--- config.mk ---
export PLATFORM = sky130hd
export DESIGN_NAME = ecs_seq
export DESIGN_NICKNAME = d
export VERILOG_FILES = /design/src/ecs_pkg.sv /design/src/ecs_sync.sv /design/src/ecs_bus_clk.sv /design/src/ecs_seq.sv
export SDC_FILE = /design/constraint.sdc
export NUM_CORES = 1
export LEC_CHECK = 0
export ABC_AREA = 1
export ABC_CLOCK_PERIOD_IN_PS = 2700
export BUFFER_PORTS_ARGS = -buffer_cell sky130_fd_sc_hd__buf_4
export CAP_MARGIN = 20
export CORE_MARGIN = 1.5
export CORE_UTILIZATION = 42
export CTS_CLUSTER_SIZE = 24
export DETAILED_ROUTE_END_ITERATION = 10
export PLACE_DENSITY_LB_ADDON = 0.15
export SLEW_MARGIN = 10
export SYNTH_ARGS = -nofsm -noshare
export SYNTH_HDL_FRONTEND = slang
export SYNTH_SLANG_ARGS = --single-unit
--- constraint.sdc ---
create_clock -name clk_sys -period 2.7 [get_ports clk_sys]
set_input_delay 0.54 -clock clk_sys [delete_from_list [all_inputs] [get_ports clk_sys]]
set_output_delay 0.54 -clock clk_sys [all_outputs]
set_load 0.03 [all_outputs]
--- src/ecs_pkg.sv ---
// Shared constants and types of the external bus chip-select sequencer
package ecs_pkg;
   localparam int ECS_NUM_CS = 8;
   localparam int ECS_CS_W = 3;
   localparam int ECS_ADDR_W = 26;
   localparam int ECS_DATA_W = 32;
   localparam int ECS_WS_W = 16;
   localparam int ECS_DC_W = 4;
   localparam int ECS_SIZE_W = 2;

   // Clock plan: clk_sys is the peripheral-bus clock, the bus clock is divided from it
   localparam int ECS_SYS_MHZ = 100;
   localparam int ECS_BUS_MAX_MHZ = 66;
   localparam int ECS_BUS_DIV = 2;
   localparam int ECS_BUS_MHZ = ECS_SYS_MHZ / ECS_BUS_DIV;
   localparam int ECS_DIV_W = 2;
   localparam logic [ECS_DIV_W-1:0] ECS_DIV_LAST = ECS_DIV_W'(ECS_BUS_DIV - 1);
   localparam logic [ECS_DIV_W-1:0] ECS_DIV_HIGH = ECS_DIV_W'(ECS_BUS_DIV / 2);

   // Chip-select pulse is this many bus clocks plus the wait states
   localparam int ECS_CS_BASE_CLKS = 2;
   localparam logic [ECS_WS_W:0] ECS_WS_LOAD_ADD = (ECS_WS_W+1)'(ECS_CS_BASE_CLKS - 1);

   // Values after reset
   localparam logic [ECS_NUM_CS-1:0] ECS_CS_N_RST = 8'hff;
   localparam logic [ECS_ADDR_W-1:0] ECS_ADDR_RST = 26'h0000000;
   localparam logic [ECS_DATA_W-1:0] ECS_DATA_RST = 32'h00000000;
   localparam logic [ECS_SIZE_W-1:0] ECS_SIZE_RST = 2'h0;
   localparam logic [ECS_WS_W:0] ECS_WS_CNT_RST = 17'h00000;
   localparam logic [ECS_DC_W-1:0] ECS_DC_CNT_RST = 4'h0;

   typedef enum logic [1:0] {
      ECS_MODE_LEGACY = 2'h0,
      ECS_MODE_BURST = 2'h1,
      ECS_MODE_MUXED = 2'h2
   } ecs_mode_t;

   typedef enum logic [1:0] {
      ECS_KIND_PLAIN = 2'h0,
      ECS_KIND_WIDE_FLASH = 2'h1,
      ECS_KIND_GRAPHICS_MODE = 2'h2
   } ecs_kind_t;

   typedef enum logic [2:0] {
      ECS_ST_IDLE = 3'h0,
      ECS_ST_SETUP = 3'h1,
      ECS_ST_ACTIVE = 3'h3,
      ECS_ST_HOLD = 3'h2,
      ECS_ST_DEAD = 3'h6
   } ecs_state_t;

   typedef struct packed {
      logic [ECS_CS_W-1:0] cs;
      logic [ECS_ADDR_W-1:0] addr;
      logic write;
      logic [ECS_DATA_W-1:0] wdata;
      logic [ECS_SIZE_W-1:0] size;
   } ecs_req_t;

   typedef struct packed {
      logic [ECS_WS_W-1:0] wait_state_count;
      logic [ECS_DC_W-1:0] dead_cycle_count;
      ecs_kind_t kind;
   } ecs_cs_cfg_t;
endpackage

--- src/ecs_sync.sv ---
// Two-flop synchroniser for pin inputs
`timescale 1ns/100ps
module ecs_sync #(
   parameter int W = 1
) (
   input wire logic clk_sys,
   input wire logic rst_n,
   input wire logic [W-1:0] d,
   input wire logic [W-1:0] rst_val,
   output logic [W-1:0] q
);
   logic [W-1:0] meta_q;
   logic [W-1:0] sync_q;

   // Flops hold the input relative to its idle level, so reset shows the idle level
   always_ff @(posedge clk_sys or negedge rst_n) begin
      if (!rst_n) begin
         meta_q <= '0;
         sync_q <= '0;
      end else begin
         meta_q <= d ^ rst_val;
         sync_q <= meta_q;
      end
   end

   assign q = sync_q ^ rst_val;
endmodule // ecs_sync

--- src/ecs_bus_clk.sv ---
// Bus clock divider with a pulse marking each bus clock rising edge
`timescale 1ns/100ps
module ecs_bus_clk
   import ecs_pkg::*;
(
   input wire logic clk_sys,
   input wire logic rst_n,
   output logic bus_clk,
   output logic tick
);
   logic [ECS_DIV_W-1:0] div_q;
   logic [ECS_DIV_W-1:0] div_d;

   assign tick = (div_q == ECS_DIV_LAST);
   assign div_d = tick ? '0 : div_q + 1'b1;

   always_ff @(posedge clk_sys or negedge rst_n) begin
      if (!rst_n) begin
         div_q <= '0;
      end else begin
         div_q <= div_d;
      end
   end

   // Bus clock rises on the edge where tick is high
   always_ff @(posedge clk_sys or negedge rst_n) begin
      if (!rst_n) begin
         bus_clk <= 1'b0;
      end else begin
         bus_clk <= (div_d < ECS_DIV_HIGH);
      end
   end
endmodule // ecs_bus_clk

--- src/ecs_seq.sv ---
// Non-multiplexed legacy chip-select sequencer of the external bus
//
// Functional notes
// [RULE1] Eight chip-select outputs, each selecting its own region and configuration.
// [RULE2] Bus modes legacy, burst and muxed; this sequencer serves legacy only.
// [RULE3] All timing on the self-made bus clock, which stays at or below 66 MHz.
// [RULE4] Chip select lasts two bus clocks plus the programmed wait states.
// [RULE5] Address valid one peripheral clock to one bus clock before chip select.
// [RULE6] Address held at least one peripheral clock after chip select negates.
// [RULE7] Direction set one bus clock before chip select, held one peripheral clock after.
// [RULE8] Write data out one peripheral clock before and after the chip select.
// [RULE9] After reads, do not drive data for dead cycles plus one bus clock.
// [RULE10] Partner acks no sooner than one bus clock after select, releases promptly.
// [RULE11] Transfer-start strobe precedes chip select, exactly one bus clock wide.
// [RULE12] Size code valid one peripheral clock before select, held one after.
// [RULE13] Acknowledge may end the chip-select pulse before the wait states run out.
// [RULE14] Wait states programmable from 0 to 65535 per chip select.
// [RULE15] Strobe only for wide-flash and graphics kinds; size code only for graphics.
// [RULE16] Dead cycles skipped when another bus module wins arbitration.
// [RULE17] Acknowledge sampled on bus clock rising edges as a synchronous input. The code first passes it through the two-flop synchroniser on clk_sys.
`timescale 1ns/100ps
module ecs_seq
   import ecs_pkg::*;
(
   input wire logic clk_sys,
   input wire logic rst_n,
   input wire ecs_mode_t bus_mode,
   input wire ecs_cs_cfg_t [ECS_NUM_CS-1:0] cs_cfg,
   input wire logic arb_other_win,
   input wire logic req_valid,
   output logic req_ready,
   input wire ecs_req_t req,
   output logic done,
   output logic done_by_ack,
   output logic [ECS_DATA_W-1:0] rdata,
   output logic busy,
   output logic bus_free,
   output logic bus_clk_o,
   output logic [ECS_NUM_CS-1:0] cs_n,
   output logic [ECS_ADDR_W-1:0] addr_o,
   output logic rw_o,
   output logic oe_n,
   output logic [ECS_DATA_W-1:0] data_o,
   output logic data_oe,
   input wire logic [ECS_DATA_W-1:0] data_i,
   input wire logic ack_n_i,
   output logic transfer_start_strobe_n,
   output logic [ECS_SIZE_W-1:0] transfer_size_code
);
   // Bus clock stays within the external bus limit
   localparam bit ECS_BUS_OK = (ECS_BUS_MHZ <= ECS_BUS_MAX_MHZ); // [RULE3]

   ecs_state_t state_q;
   ecs_state_t state_d;
   logic tick;
   logic accept;
   logic end_cs;
   logic ack_seen;
   logic ack_n_s;
   logic [ECS_DATA_W-1:0] data_s;
   ecs_req_t cur_q;
   ecs_cs_cfg_t cfg_q;
   ecs_cs_cfg_t cfg_sel;
   logic [ECS_WS_W:0] ws_cnt_q;
   logic [ECS_DC_W-1:0] dc_cnt_q;
   logic dead_needed;
   logic [ECS_NUM_CS-1:0] cs_n_q;
   logic [ECS_ADDR_W-1:0] addr_q;
   logic rw_q;
   logic oe_n_q;
   logic [ECS_DATA_W-1:0] data_q;
   logic data_oe_q;
   logic ts_n_q;
   logic [ECS_SIZE_W-1:0] tsize_q;
   logic done_q;
   logic done_ack_q;
   logic [ECS_DATA_W-1:0] rdata_q;

   ecs_bus_clk u_bus_clk (
      .clk_sys(clk_sys),
      .rst_n(rst_n),
      .bus_clk(bus_clk_o),
      .tick(tick)
   );

   // Acknowledge and read data come from pins; idle acknowledge is high
   ecs_sync #(
      .W(ECS_DATA_W + 1)
   ) u_sync (
      .clk_sys(clk_sys),
      .rst_n(rst_n),
      .d({ack_n_i, data_i}),
      .rst_val({1'b1, ECS_DATA_RST}),
      .q({ack_n_s, data_s})
   );

   assign cfg_sel = cs_cfg[req.cs];

   // Only legacy transfers are taken, and only on a bus clock edge
   assign req_ready = (state_q == ECS_ST_IDLE) && tick && (bus_mode == ECS_MODE_LEGACY) && ECS_BUS_OK; // [RULE2] [RULE3]
   assign accept = req_valid && req_ready;

   // Acknowledge looked at only on rising bus clock edges while selected
   assign ack_seen = tick && !ack_n_s; // [RULE17] [RULE10]

   // Pulse ends after 2 + wait states bus clocks, or early on acknowledge
   assign end_cs = (state_q == ECS_ST_ACTIVE) && tick && ((ws_cnt_q == '0) || ack_seen); // [RULE4] [RULE13]

   // Dead cycles follow reads unless another module takes the bus
   assign dead_needed = rw_q && !arb_other_win; // [RULE9] [RULE16]

   always_comb begin
      state_d = state_q;
      unique case (state_q)
         ECS_ST_IDLE: begin
            if (accept) begin
               state_d = ECS_ST_SETUP;
            end
         end
         ECS_ST_SETUP: begin
            if (tick) begin
               state_d = ECS_ST_ACTIVE;
            end
         end
         ECS_ST_ACTIVE: begin
            if (end_cs) begin
               state_d = ECS_ST_HOLD;
            end
         end
         ECS_ST_HOLD: begin
            if (tick) begin
               state_d = dead_needed ? ECS_ST_DEAD : ECS_ST_IDLE; // [RULE9] [RULE16]
            end
         end
         ECS_ST_DEAD: begin
            if (arb_other_win) begin
               state_d = ECS_ST_IDLE; // [RULE16]
            end else if (tick && (dc_cnt_q == '0)) begin
               state_d = ECS_ST_IDLE; // [RULE9]
            end
         end
         default: begin
            state_d = ECS_ST_IDLE;
         end
      endcase
   end

   always_ff @(posedge clk_sys or negedge rst_n) begin
      if (!rst_n) begin
         state_q <= ECS_ST_IDLE;
      end else begin
         state_q <= state_d;
      end
   end

   // Request and its chip-select configuration are held for the whole cycle
   always_ff @(posedge clk_sys or negedge rst_n) begin
      if (!rst_n) begin
         cur_q <= '0;
         cfg_q <= '0;
      end else if (accept) begin
         cur_q <= req;
         cfg_q <= cfg_sel; // [RULE1]
      end
   end

   // Wait-state counter, full 16-bit range plus the base clocks
   always_ff @(posedge clk_sys or negedge rst_n) begin
      if (!rst_n) begin
         ws_cnt_q <= ECS_WS_CNT_RST;
      end else if ((state_q == ECS_ST_SETUP) && tick) begin
         ws_cnt_q <= {1'b0, cfg_q.wait_state_count} + ECS_WS_LOAD_ADD; // [RULE14] [RULE4]
      end else if ((state_q == ECS_ST_ACTIVE) && tick && (ws_cnt_q != '0)) begin
         ws_cnt_q <= ws_cnt_q - 1'b1; // [RULE4]
      end
   end

   // Dead-cycle counter runs after the hold clock of a read
   always_ff @(posedge clk_sys or negedge rst_n) begin
      if (!rst_n) begin
         dc_cnt_q <= ECS_DC_CNT_RST;
      end else if ((state_q == ECS_ST_HOLD) && tick) begin
         dc_cnt_q <= cfg_q.dead_cycle_count; // [RULE9]
      end else if ((state_q == ECS_ST_DEAD) && tick && (dc_cnt_q != '0)) begin
         dc_cnt_q <= dc_cnt_q - 1'b1; // [RULE9]
      end
   end

   // One select line per region
   generate
      for (genvar i = 0; i < ECS_NUM_CS; i++) begin : g_cs
         always_ff @(posedge clk_sys or negedge rst_n) begin
            if (!rst_n) begin
               cs_n_q[i] <= ECS_CS_N_RST[i];
            end else if ((state_q == ECS_ST_SETUP) && tick) begin
               cs_n_q[i] <= (cur_q.cs != ECS_CS_W'(i)); // [RULE1]
            end else if (end_cs) begin
               cs_n_q[i] <= 1'b1; // [RULE4] [RULE13]
            end
         end
      end
   endgenerate

   // Address goes out one bus clock before select and stays until the next transfer
   always_ff @(posedge clk_sys or negedge rst_n) begin
      if (!rst_n) begin
         addr_q <= ECS_ADDR_RST;
      end else if (accept) begin
         addr_q <= req.addr; // [RULE5] [RULE6]
      end
   end

   // Direction: high for read, set with the address
   always_ff @(posedge clk_sys or negedge rst_n) begin
      if (!rst_n) begin
         rw_q <= 1'b1;
      end else if (accept) begin
         rw_q <= !req.write; // [RULE7]
      end
   end

   // Output enable follows the select on reads
   always_ff @(posedge clk_sys or negedge rst_n) begin
      if (!rst_n) begin
         oe_n_q <= 1'b1;
      end else if ((state_q == ECS_ST_SETUP) && tick) begin
         oe_n_q <= !rw_q;
      end else if (end_cs) begin
         oe_n_q <= 1'b1;
      end
   end

   // Write data driven from accept until one bus clock after negation
   always_ff @(posedge clk_sys or negedge rst_n) begin
      if (!rst_n) begin
         data_q <= ECS_DATA_RST;
      end else if (accept) begin
         data_q <= req.wdata; // [RULE8]
      end
   end

   always_ff @(posedge clk_sys or negedge rst_n) begin
      if (!rst_n) begin
         data_oe_q <= 1'b0;
      end else if (accept) begin
         data_oe_q <= req.write; // [RULE8] [RULE9]
      end else if ((state_q == ECS_ST_HOLD) && tick) begin
         data_oe_q <= 1'b0; // [RULE8]
      end
   end

   // Start strobe: one bus clock, ending as the select asserts
   always_ff @(posedge clk_sys or negedge rst_n) begin
      if (!rst_n) begin
         ts_n_q <= 1'b1;
      end else if (accept) begin
         ts_n_q <= !((cfg_sel.kind == ECS_KIND_WIDE_FLASH) ||
                     (cfg_sel.kind == ECS_KIND_GRAPHICS_MODE)); // [RULE11] [RULE15]
      end else if ((state_q == ECS_ST_SETUP) && tick) begin
         ts_n_q <= 1'b1; // [RULE11]
      end
   end

   // Size code only for graphics regions, dropped one bus clock after negation
   always_ff @(posedge clk_sys or negedge rst_n) begin
      if (!rst_n) begin
         tsize_q <= ECS_SIZE_RST;
      end else if (accept) begin
         tsize_q <= (cfg_sel.kind == ECS_KIND_GRAPHICS_MODE) ? req.size : ECS_SIZE_RST; // [RULE12] [RULE15]
      end else if ((state_q == ECS_ST_HOLD) && tick) begin
         tsize_q <= ECS_SIZE_RST; // [RULE12]
      end
   end

   // Read data taken at the negating edge; completion reported for one cycle
   always_ff @(posedge clk_sys or negedge rst_n) begin
      if (!rst_n) begin
         rdata_q <= ECS_DATA_RST;
      end else if (end_cs && rw_q) begin
         rdata_q <= data_s;
      end
   end

   always_ff @(posedge clk_sys or negedge rst_n) begin
      if (!rst_n) begin
         done_q <= 1'b0;
         done_ack_q <= 1'b0;
      end else begin
         done_q <= end_cs;
         done_ack_q <= end_cs && ack_seen && (ws_cnt_q != '0); // [RULE13]
      end
   end

   assign cs_n = cs_n_q;
   assign addr_o = addr_q;
   assign rw_o = rw_q;
   assign oe_n = oe_n_q;
   assign data_o = data_q;
   assign data_oe = data_oe_q;
   assign transfer_start_strobe_n = ts_n_q;
   assign transfer_size_code = tsize_q;
   assign rdata = rdata_q;
   assign done = done_q;
   assign done_by_ack = done_ack_q;
   assign busy = (state_q != ECS_ST_IDLE);
   // Shared pins free for another module only while idle; arbitration skips dead cycles but neither refuses nor ends a transfer
   assign bus_free = (state_q == ECS_ST_IDLE); // [RULE16]
endmodule // ecs_seq

Word level (Yosys, flattened, before mapping)
Cells that the tools add are included.
Widths: inputs -> output; s select.

cells by class
  reductions and logical operators = 36
  bitwise gates (word level) = 1
  magnitude comparators = 2
  add/sub/neg operators = 4
  mux-type cells = 32
  equal/unequal tests = 19

operator list
  cell                   number
  $bmux 22 s3            1
  $mux 17                2
  $mux 22                1
  $mux 3                 7
  $add 16x1->17 const B  1
  $logic_not 17->1       1
  $reduce_bool 17->1     1
  $sub 17x1->17 const B  1
  $logic_and 1x1->1      16
  $ne 3x3->1 const B     5
  $pmux 3 s5             1
  $mux 1                 14
  $reduce_bool 2->1      5
  $mux 2                 4
  $mux 4                 2
  $eq 3x2->1 const B     2
  $ne 2x2->1 const B     3
  $ne 3x2->1 const B     2
  $reduce_bool 3->1      2
  $reduce_and 5->1       1
  $eq 2x1->1 const B     2
  $logic_not 1->1        4
  $logic_not 4->1        1
  $lt 3x4->1 const B     1
  13 further kinds       14

storage, ports and cells
  bits in registers = 222
  logic and storage cells = 122
  input bits = 279

Longest topological paths before layout
Gate-level depths: netlist (run 1).

  depth after elaboration = 6
  depth in mapped cells = 13
  gate-level depth less buffers = 13

Cells and area by module
From an unflattened synthesis (run 1), not the netlist that was laid out.

unflattened totals
  cell total of the unflattened synthesis = 1,542
  area total of the unflattened synthesis = 11,403.4 sq um

modules (own cells, without submodules)
  module       area an instance (sq um)  times used  cells each
  ecs_seq      8,540.7                   1           1,171
  ecs_sync     2,766.4                   1           363
  ecs_bus_clk  96.3                      1           8

Least setup slack after synthesis (run 1)
Ideal clock, no wire load.

  path type = input -> register
  from = in req[61] (netlist name)
  to = reg ts_n_q (netlist: transfer_start_strobe_n)
  stages on the path = 9
  arrival = 1.954 ns
  slack = 0.668 ns
  data required time = 2.622 ns
  path through = buf_2 -> buf_2 -> clkbuf_1 -> o21ai_0 -> o221ai_1 -> o21ai_1 -> ha_1 -> o21ai_0 -> inv_1

on the way
  longest elaborated chain between the ends = 6
  elaborated cells between the ends (all ways) = 7

ends and longest elaborated chain
  item                                      RTL line                        source
  start, declared                           ecs_seq.sv:32                   input wire ecs_req_t req,
  $bmux 22 s3 (*)                           ecs_seq.sv:97                   assign cfg_sel = cs_cfg[req.cs];
  $mux 22 (not written as such) (*)         ecs_seq.sv:97
  $eq 2x1->1 or $eq 2x2->1 (tied branches)  ecs_seq.sv:257, ecs_seq.sv:258
  $logic_or 1x1->1 (*)                      ecs_seq.sv:257                  ts_n_q <= !((cfg_sel.kind == ECS_KIND_WIDE_FLASH) ||
  $logic_not 1->1 (*)                       ecs_seq.sv:257
  $mux 1 (*)                                ecs_seq.sv:256                  end else if (accept) begin
  end signal, assigned                      ecs_seq.sv:257
  end, declared                             ecs_seq.sv:73                   logic ts_n_q;

Mark *: on every way between the ends. The rest lies on a longest branch, timed or not. The select of a mux whose other input is x is not followed.
A chain may end at the register's enable or synchronous reset.

Worst setup path in the final report (run 1)
  from = reg ws_cnt_q[0]
  to = reg rdata_q[10] (netlist: rdata[10])

on the way
  longest elaborated chain between the ends = 4

ends and longest elaborated chain
  item                    RTL line        source
  start, declared         ecs_seq.sv:64   logic [ECS_WS_W:0] ws_cnt_q;
  start signal, assigned  ecs_seq.sv:172  ws_cnt_q <= {1'b0, cfg_q.wait_state_count} + ECS_WS_LOAD_ADD;
  start signal, assigned  ecs_seq.sv:174  ws_cnt_q <= ws_cnt_q - 1'b1;
  $logic_not 17->1        ecs_seq.sv:107  assign end_cs = (state_q == ECS_ST_ACTIVE) && tick && ((ws_cnt_q == '0) || ack_seen);
  $logic_or 1x1->1        ecs_seq.sv:107
  $logic_and 1x1->1       ecs_seq.sv:107
  $logic_and 1x1->1       ecs_seq.sv:279  end else if (end_cs && rw_q) begin
  end signal, assigned    ecs_seq.sv:280  rdata_q <= data_s;
  end, declared           ecs_seq.sv:77   logic [ECS_DATA_W-1:0] rdata_q;

No other way between the ends.

==> results of run 1 <==
registers in the layout (all words and copies together), names as in the netlist, 8 cells and up:
name	cells
u_sync.meta_q	33
data_o	32
rdata	32
ws_cnt_q	17
addr_o	26
u_sync.sync_q	33
cfg_q	20
cs_n	8
path summary, 6_finish.rpt:
kind / from / to / slack [ps] / cells past startpoint
max: ws_cnt_q[0] / rdata[10] / 510 / 12
min: data_i[24] / u_sync.meta_q[24] / 140 / 1
max reg2reg: ws_cnt_q[0] / rdata[10] / 510 / 12
min reg2reg: u_sync.meta_q[31] / u_sync.sync_q[31] / 340 / 0
max in group asynchronous: rst_n / transfer_start_strobe_n / 1390 / 3
min in group asynchronous: rst_n / ws_cnt_q[8] / 570 / 2
metrics by stage:
stage	util	setup WS (ps)	hold WS, ps
after floorplan	-	668	244
after global placement	0.557	612	331
after detailed placement	0.557	539	335
after CTS	0.591	515	121
after global routing	0.591	274	123
final	0.591	510	135
logic make-up (layout without fill, tap and decap cells):
| logic type | Yosys count | in the layout |
|---|---|---|
| DFF | 222 | 222 |
| buffers and inverters | 133 | 518 |
| AOI/OAI and AO/OA | 224 | 224 |
| and+or+nand+nor | 642 | 642 |
| adders and majority gates | 5 | 5 |
| xor gates and xnor gates | 12 | 12 |
area by class of cell:
cell class              instances  area, um^2  area share
clock buffers                  31         678      0.0475
well taps                     324         405      0.0284
inverters                      66         249      0.0174
flip-flops and latches        222        5570       0.390
clock inverters                11         138     0.00964
multi-input cells             883        4110       0.287
repair buffers                410        3140       0.220
cells in the mapped netlist (2+ instances only):
| cell type | n | area, um^2 |
|---|---|---|
| a21oi_1 | 12 | 60.1 |
| buf_2 | 22 | 110 |
| buf_4 | 3 | 22.5 |
| buf_6 | 9 | 101 |
| clkbuf_1 | 29 | 109 |
| clkbuf_2 | 3 | 15.0 |
| dfrtp_1 | 211 | 5280 |
| dfstp_2 | 11 | 289 |
| ha_1 | 5 | 62.6 |
| inv_1 | 62 | 233 |
| inv_2 | 2 | 7.51 |
| nand2_1 | 359 | 1350 |
| nand2_2 | 16 | 100 |
| nand2_4 | 2 | 22.5 |
| nand3_1 | 56 | 280 |
| nand3b_1 | 5 | 37.5 |
| nand4_1 | 7 | 43.8 |
| nor2_1 | 172 | 646 |
| nor2_2 | 3 | 18.8 |
| nor2_4 | 3 | 33.8 |
| nor3_1 | 6 | 30.0 |
| nor4_1 | 8 | 50.1 |
| o211ai_1 | 39 | 293 |
| o21ai_0 | 145 | 726 |
| o21ai_1 | 5 | 25.0 |
| o221ai_1 | 7 | 61.3 |
| o22ai_1 | 12 | 75.1 |
| o31ai_1 | 2 | 15.0 |
| xnor2_1 | 3 | 26.3 |
| xor2_1 | 9 | 78.8 |
worst max-delay path: cells and delay by family, from the launching register on:
family | cells | cell delay, ps
adder cells (fa/ha/maj) | 1 | 180
buffers and inverters | 2 | 160
flip-flops | 1 | 380
AND/OR/NAND/NOR | 9 | 1350
per-layer routing:
layer,part of all wire,up-vias,GRT usage
met3,0.074,43,0.0672
met2,0.50,338,0.469
met5,0,-,0
met1,0.41,4639,0.336
li1,-,4751,-
met4,0.022,0,0.0609
repair_timing:
action | 4_1_cts | 5_1_grt
hold buffers | 1 | 0
setup buffers | 0 | 0
hold endpoints to repair | 18 | 0
resized for setup | 0 | 0
power groups by stage:
stage,combinational [mW],sequential (mW),clock (mW)
finish,5.52,5.15,3.39
global route,6.02,5.28,3.59
CTS,5.56,5.13,3.46
detailed placement,5.54,5.15,0
global placement,5.46,5.15,0
floorplan,2.15,6.33,0
==> flow_metrics.env, run 1 <==
export IMPL_syn_nets=1522
export IMPL_setup_viol=0
export IMPL_seqPwrFrac=0.366
export IMPL_grt_pass1_wl_mm=53.9
export IMPL_maxCapViolCount=0
export IMPL_path_cells="inv_1, ha_1, inv_1, nor2_1, nand2_1, nor2_1, nand2_2, nand2_4, nand2_4, nor2_8, nand2_1, nand2_1"
export IMPL_antenna_cells=0
export IMPL_ys_warn_count=0
export IMPL_grt_setup_unrepaired="no"
export IMPL_muxShareOfSynthArea=0
export IMPL_synth_edf_count=0
export IMPL_final_cell_mix="buf_4, nand2_1, dfrtp_1"
export IMPL_fin_area_um2=14300
export IMPL_die_area_um2=25400
export IMPL_maxSlewViolCount=0
export IMPL_cp_arrival_ps=2630
export IMPL_drt_initial_drc_count=684
export IMPL_wl_per_cell_um=17.7
export IMPL_crit_top_cell="nand2_1"
export IMPL_grt_pass1_vias=9756
export IMPL_drtPass1Iterations=5
export IMPL_grt_ovfl_total=0
export IMPL_avgSynthCellArea_um2=8.31
export IMPL_drc=0
export IMPL_synth_xor_area_frac=0.0102
export IMPL_ant_nets=0
export IMPL_slowest_stage="nor2_8"
export IMPL_worstSetupPathType="reg -> reg"
export IMPL_viasPerCell=5.02
export IMPL_synthArstFlopShare=1.00
export IMPL_hold_viol_final=0
export IMPL_worst_ep_required_time_ps=3140
export IMPL_rows=57
export IMPL_final_common_cell="buf_4"
export IMPL_num_fill_cells=2196
export IMPL_root_buffer="clkbuf_16"
export IMPL_finalCritPeriodShare=0.811
export IMPL_power_share_combinational=0.393
export IMPL_instances_no_fill=1947
export IMPL_synthFlopType="dfrtp_1"
export IMPL_clock_sinks=222
export IMPL_dpl_cell_area_um2=13500
export IMPL_h_tree_depth=1
export IMPL_skew_ps=9.74
export IMPL_worst_slew_pin_slew_ps=842
export IMPL_max_slew_margin=0.439
export IMPL_die_w_um=159
export IMPL_drive_gt1_frac=0.302
export IMPL_power_static_leakage_nw=7.38
export IMPL_wl_mm=34.5
export IMPL_internal_power_mw=8.46
export IMPL_total_power_mw=14.1
export IMPL_initial_core_util=0.425
export IMPL_io_pins=389
export IMPL_min_period_ps=2190
export IMPL_cp_end_kind="register"
export IMPL_peakVddDrop_uv=654
export IMPL_p_sw_frac=0.398
export IMPL_die_y_um=159
export IMPL_outcome="complete, no violations"
export IMPL_startpoint_type="register"
export IMPL_area_growth_pct=38.9
export IMPL_max_freq_ghz=0.457
export IMPL_dp_hpwl_mm=25.6
export IMPL_synth_simple_area_share=0.259
export IMPL_track_usage=0.269
export IMPL_worstPathMaxFanout=35
export IMPL_synth_fa_ha_area_frac=0.00608
export IMPL_ys_seq_elements=222
export IMPL_hold_path_class="in -> reg"
export IMPL_cp_slowest_stage_delay_ps=520
export IMPL_fin_nets=1891
export IMPL_syn_area_um2=10300
export IMPL_synth_top_family_by_area="simple AND/OR/NAND/NOR gates"
export IMPL_core_area_um2=24200
export IMPL_clk_pin_slew_ps=60
export IMPL_antenna_found_initial=0
export IMPL_place_gp_congestion=0.891
export IMPL_powerDensity_nw_per_um2=985
export IMPL_synthDistinctLibCells=40
export IMPL_grt_max_degree=78
export IMPL_clock_path_buffers=3
export IMPL_cts_made_buffers=24
export IMPL_synth_compound_area_frac=0.124
export IMPL_syn_inst=1238
export IMPL_fin_tns_setup_ps=0
export IMPL_dpl_cell_count=1904
export IMPL_p_clk_frac=0.241
export IMPL_yosysSeqAreaShare=0.541
export IMPL_buffer_ports_inserted=388
export IMPL_clock_latency_ps=510
export IMPL_power_switching_mw=5.60
export IMPL_cts_tree="yes"
export IMPL_via_count=9771
Note: power is estimated with default switching activity, not from simulation.
==> inputs of run 2 (changes only) <==
--- a/config.mk
+++ b/config.mk
@@ -6,7 +6,7 @@
 export NUM_CORES = 1
 export LEC_CHECK = 0
 export ABC_AREA = 1
-export ABC_CLOCK_PERIOD_IN_PS = 2700
+export ABC_CLOCK_PERIOD_IN_PS = 2000
 export BUFFER_PORTS_ARGS = -buffer_cell sky130_fd_sc_hd__buf_4
 export CAP_MARGIN = 20
 export CORE_MARGIN = 1.5
==> constraint.sdc (replaced) <==
create_clock -name clk_sys -period 2 [get_ports clk_sys]
set_input_delay 0.4 -clock clk_sys [delete_from_list [all_inputs] [get_ports clk_sys]]
set_output_delay 0.4 -clock clk_sys [all_outputs]
set_load 0.03 [all_outputs]
==> run 2 against run 1 <==
Against the previous run:
- count of clock-buffer cells in the layout shrank 2
- largest power group unchanged
- power is 36% higher
- clock skew rose by 4.4 ps
- non-clock buffer count is 44 higher
- via count up 1.9%
- combinational power rose by 38%
- critical path type is now reg -> out
- sequential power rose by 35%
- sequential share of layout area shrank 1.4 points
- clock power is 36% higher
==> flow_metrics.env, run 2 (synthesis gave the netlist of run 1 again) <==
export IMPL_place_gp_congestion=0.872
export IMPL_hold_viol_final=0
export IMPL_dpl_cell_area_um2=13600
export IMPL_grt_pass1_vias=10100
export IMPL_worstSetupPathType="reg -> out"
export IMPL_cp_arrival_ps=1510
export IMPL_viasPerCell=4.99
export IMPL_wl_mm=34.0
export IMPL_die_w_um=159
export IMPL_area_growth_pct=44.1
export IMPL_die_y_um=159
export IMPL_grt_ovfl_total=0
export IMPL_drive_gt1_frac=0.304
export IMPL_final_setup_worst_slack_ps=86.1
export IMPL_dp_hpwl_mm=25.6
export IMPL_drtPass1Iterations=5
export IMPL_fin_tns_setup_ps=0
export IMPL_fin_nets=1936
export IMPL_max_freq_ghz=0.522
export IMPL_rr_worst_depth=13
export IMPL_cts_tree="yes"
export IMPL_fin_area_um2=14800
export IMPL_root_buffer="clkbuf_16"
export IMPL_finalCritPeriodShare=0.957
export IMPL_setup_viol=0
export IMPL_peakVddDrop_uv=1030
export IMPL_antenna_found_initial=4
export IMPL_worst_path_stages=4
export IMPL_die_area_um2=25400
export IMPL_place_ws_ps=138
export IMPL_clock_latency_ps=510
export IMPL_regArea_um2=5570
export IMPL_final_cell_mix="buf_4, nand2_1, dfrtp_1"
export IMPL_buffer_ports_inserted=388
export IMPL_maxSlewViolCount=0
export IMPL_cp_slowest_stage_delay_ps=420
export IMPL_grt_max_degree=62
export IMPL_num_fill_cells=2092
export IMPL_clock_sinks=222
export IMPL_power_static_leakage_nw=7.59
export IMPL_skew_ps=14.1
export IMPL_initial_core_util=0.425
export IMPL_drc=0
export IMPL_core_area_um2=24200
export IMPL_worst_slew_pin_slew_ps=519
export IMPL_hold_depth=2
export IMPL_io_pins=389
export IMPL_ant_nets=0
export IMPL_grt_pass1_wl_mm=53.9
export IMPL_worstPathMaxFanout=5
export IMPL_clock_path_buffers=3
export IMPL_total_power_mw=19.1
export IMPL_h_tree_depth=1
export IMPL_multi_input_area_um2=4120
export IMPL_grt_setup_unrepaired="no"
export IMPL_min_period_ps=1910
export IMPL_drt_initial_drc_count=840
export IMPL_worst_path_buf_inv=1
export IMPL_final_common_cell="buf_4"
export IMPL_cp_top_family="simple AND/OR/NAND/NOR gates"
export IMPL_slowest_stage="dfrtp_1"
export IMPL_cts_made_buffers=25
export IMPL_rows=57
export IMPL_maxCapViolCount=0
export IMPL_startpoint_type="register"
export IMPL_outcome="complete, no violations"
export IMPL_track_usage=0.267
export IMPL_path_cells="nor2_1, nand2_2, nor3_4, buf_6"
export IMPL_wl_per_cell_um=17.0
export IMPL_hold_path_class="in -> reg"
export IMPL_max_slew_margin=0.654
export IMPL_cp_end_kind="primary output"
export IMPL_clk_pin_slew_ps=60
export IMPL_worst_ep_required_time_ps=1600
export IMPL_via_count=9957
export IMPL_powerDensity_nw_per_um2=1290
export IMPL_reg_top3="u_sync.meta_q x33, u_sync.sync_q x33"
export IMPL_rrSetupSlack_ps=170
[run 2: where the power goes]
part	total [mW]	internal, mW	switching [mW]	leakage [nW]
sequential	6.94	5.93	1.00	2.73
clock	4.60	2.77	1.84	0.408
combinational	7.61	2.85	4.76	4.45
[run 2: repair_timing]
item	CTS	global route
endpoints found under the hold margin	76	0
pin swaps	0	1
buffers inserted	0	3
hold buffers	33	0
setup endpoints to repair	1	34
gates resized for setup	1	4
[run 2: cell type report]
cell class              count  share of cell area
flip-flops and latches    222               0.376
diodes                      3            0.000507
repair buffers            454               0.245
clock inverters            16              0.0117
clock buffers              29              0.0446
inverters                  66              0.0168
multi-input cells         883               0.278
well taps                 324              0.0274
[run 2: per-stage QoR]
step,cells,util,hold slack (ps)
finish,1997,0.613,46.5
global route,1997,0.613,32.6
CTS,1991,0.611,30.5
detailed placement,1913,0.562,335
global placement,1913,0.562,332
floorplan,1238,-,104
[run 2: worst paths after layout]
check	from	endpoint
setup / recovery	state_q[2]	req_ready
hold / removal	ack_n_i	u_sync.meta_q[32]
setup reg to reg	ws_cnt_q[0]	rdata[0]
hold reg to reg	u_sync.meta_q[3]	u_sync.sync_q[3]
max in group asynchronous	rst_n	addr_o[14]
min in group asynchronous	rst_n	ws_cnt_q[6]
[run 2: metal layers]
layer / wire [um] / track usage / up-vias
met1: 14000 / 0.337 / 4723
met3: 2160 / 0.0526 / 48
met4: 873 / 0.0793 / 0
met5: 0 / 0 / -
met2: 17000 / 0.462 / 324
li1: - / - / 4862
==> inputs of run 3 (changes only) <==
--- a/config.mk
+++ b/config.mk
@@ -5,7 +5,6 @@
 export SDC_FILE = /design/constraint.sdc
 export NUM_CORES = 1
 export LEC_CHECK = 0
-export ABC_AREA = 1
 export ABC_CLOCK_PERIOD_IN_PS = 2000
 export BUFFER_PORTS_ARGS = -buffer_cell sky130_fd_sc_hd__buf_4
 export CAP_MARGIN = 20
==> run 3 against run 2 <==
Against the previous run:
- the flow now finishes with violations (setup timing)
- flip-flop and latch count unchanged
- combinational power up 7.1%
- critical path depth unchanged
- sequential power up 1%
- count of clock-buffer cells in the layout up 6
- sequential share of layout area down 0.16 points
- non-clock buffer count up 34
- largest cell class unchanged
==> flow_metrics.env, run 3 <==
export IMPL_total_power_mw=19.7
export IMPL_grt_pass1_wl_mm=43.8
export IMPL_ant_nets=0
export IMPL_cp_arrival_ps=1700
export IMPL_syn_area_um2=9790
export IMPL_p_clk_frac=0.231
export IMPL_maxSlewViolCount=0
export IMPL_skew_ps=19.4
export IMPL_worstPathMaxFanout=2
export IMPL_clk_pin_slew_ps=60
export IMPL_synthDistinctLibCells=60
export IMPL_violations="setup timing"
export IMPL_antenna_found_initial=4
export IMPL_setup_viol=12
export IMPL_ys_warn_count=0
export IMPL_peakVddDrop_uv=910
export IMPL_yosysMostFrequentCell="dfrtp_1"
export IMPL_dp_hpwl_mm=22.5
export IMPL_grt_max_degree=60
export IMPL_clock_sinks=222
export IMPL_hold_viol_final=0
export IMPL_netlist_top_cell_by_area="dfrtp_1"
export IMPL_cts_tree="yes"
export IMPL_hold_path_class="in -> reg"
export IMPL_wl_per_cell_um=19.9
export IMPL_reg_top3="u_sync.meta_q x33, u_sync.sync_q x33"
export IMPL_worst_hold_slack_ps=97.6
export IMPL_die_w_um=156
export IMPL_powerDensity_nw_per_um2=1330
export IMPL_final_setup_worst_slack_ps=-104
export IMPL_utilization=0.653
export IMPL_clock_latency_ps=530
export IMPL_track_usage=0.237
export IMPL_fin_nets=1447
export IMPL_area_growth_pct=51.9
export IMPL_worst_slew_pin_slew_ps=450
export IMPL_die_y_um=156
export IMPL_rrSetupSlack_ps=-10
export IMPL_yosys_top_cells_area="dfrtp_1, mux4_2, mux2_2"
export IMPL_root_buffer="clkbuf_16"
export IMPL_synthTopCellsByCount="dfrtp_1, mux2_2, mux4_2"
export IMPL_place_gp_congestion=0.901
export IMPL_viasPerCell=5.00
export IMPL_synthArstFlopShare=1.00
export IMPL_min_period_ps=2100
export IMPL_worstSetupPathType="reg -> out"
export IMPL_h_tree_depth=1
export IMPL_yosysSeqAreaShare=0.569
export IMPL_rr_worst_depth=8
export IMPL_io_pins=389
export IMPL_max_slew_margin=0.700
export IMPL_clock_path_buffers=3
export IMPL_seqPwrFrac=0.356
export IMPL_syn_nets=971
export IMPL_core_area_um2=22800
export IMPL_hold_depth=2
export IMPL_synthFlopType="dfrtp_1"
export IMPL_fin_area_um2=14900
export IMPL_finalCritPeriodShare=1.05
export IMPL_final_cell_mix="buf_4, dfrtp_1, mux2_2"
export IMPL_power_share_combinational=0.413
export IMPL_outcome="finished with violations"
export IMPL_syn_inst=687
export IMPL_synth_edf_count=0
export IMPL_drt_initial_drc_count=417
export IMPL_maxCapViolCount=0
export IMPL_place_ws_ps=-49.9
export IMPL_worst_ep_required_time_ps=1600
export IMPL_drtPass1Iterations=4
export IMPL_grt_pass1_vias=7761
export IMPL_r2r_start="ws_cnt_q[1]"
export IMPL_power_switching_mw=7.16
export IMPL_wl_mm=29.8
export IMPL_buffer_ports_inserted=388
export IMPL_final_common_cell="buf_4"
export IMPL_p_sw_frac=0.363
export IMPL_synth_top_area_frac=0.539
export IMPL_grt_ovfl_total=0
export IMPL_dpl_cell_area_um2=13400
export IMPL_grt_setup_unrepaired="yes"
export IMPL_cts_made_buffers=25
export IMPL_drive_gt1_frac=0.570
export IMPL_ys_seq_elements=222
export IMPL_cp_end_kind="primary output"
export IMPL_r2r_end="rdata[19]"
export IMPL_avgSynthCellArea_um2=14.3
export IMPL_drc=0
export IMPL_initial_core_util=0.430
export IMPL_hp_start="req[20]"
export IMPL_rows=55
export IMPL_power_static_leakage_nw=7.22
export IMPL_max_freq_ghz=0.475
export IMPL_internal_power_mw=12.6
export IMPL_startpoint_type="register"
export IMPL_hold_path_end="data_o[18]"
export IMPL_die_area_um2=24200
export IMPL_via_count=7491
## run 3: worst max-delay path by stage
stage	cells after the start	startpoint	slack [ps]	end
detailed placement	8	ws_cnt_q[1]	-50	ws_cnt_q[6]
global placement	8	ws_cnt_q[1]	-9	rdata[13]
global route	4	state_q[1]	-170	req_ready
finish	4	state_q[1]	-100	req_ready
CTS	4	state_q[1]	-130	req_ready
floorplan	8	ws_cnt_q[0]	0.6	ws_cnt_q[14]
## run 3: cell type report
cell class	instances	area, um^2
flip-flops and latches	222	5570
fillers	1758	7900
well taps	313	392
repair buffers	488	3960
inverters	14	56.3
clock buffers	35	713
clock inverters	10	118
multi-input cells	412	4060
diodes	4	10.0
## run 3: power groups by stage
stage                     sequential (mW)  combinational [mW]  clock, mW
after floorplan                      8.67                2.89          0
after global routing                 7.20                8.68       4.84
after CTS                            6.97                7.95       4.65
after global placement               6.98                7.71          0
after detailed placement             7.04                7.79          0
final                                7.02                8.15       4.55
## run 3: what timing repair did
item / in CTS / in global routing
endpoints found under the hold margin: 81 / 0
hold buffers: 34 / 0
cloned: 0 / 5
endpoints found under the setup margin: 33 / 53
pin swaps: 1 / 8
buffers inserted: 5 / 5
gates resized for setup: 7 / 23
## run 3: per-layer routing
layer | vias up | part of all wire | track usage
li1 | 3484 | - | -
met1 | 3676 | 0.38 | 0.292
met2 | 284 | 0.52 | 0.408
met3 | 47 | 0.069 | 0.0531
met4 | 0 | 0.034 | 0.0907
met5 | - | 0 | 0
## run 3: critical path, stage by stage (launching register included)
cell and delay (ps):
dfrtp_1 380, or3_4 410, clkinvlp_4 80, and3_4 190
buf_6 130
## run 3: logic make-up after synthesis
kind of cell / count (synthesis) / share of synthesized area
compound gates: 79 / 0.0510
xor+xnor: 22 / 0.0197
fa+ha+maj: 5 / 0.00639
buf+inv: 53 / 0.0290
flops: 222 / 0.569
mux: 164 / 0.248
simple gates: 142 / 0.0778
## run 3: metrics by stage
stage / TNS [ps] / std cells
floorplan: 0 / 687
global placement: -124 / 1400
detailed placement: -868 / 1400
CTS: -151 / 1484
global route: -2770 / 1498
finish: -227 / 1498
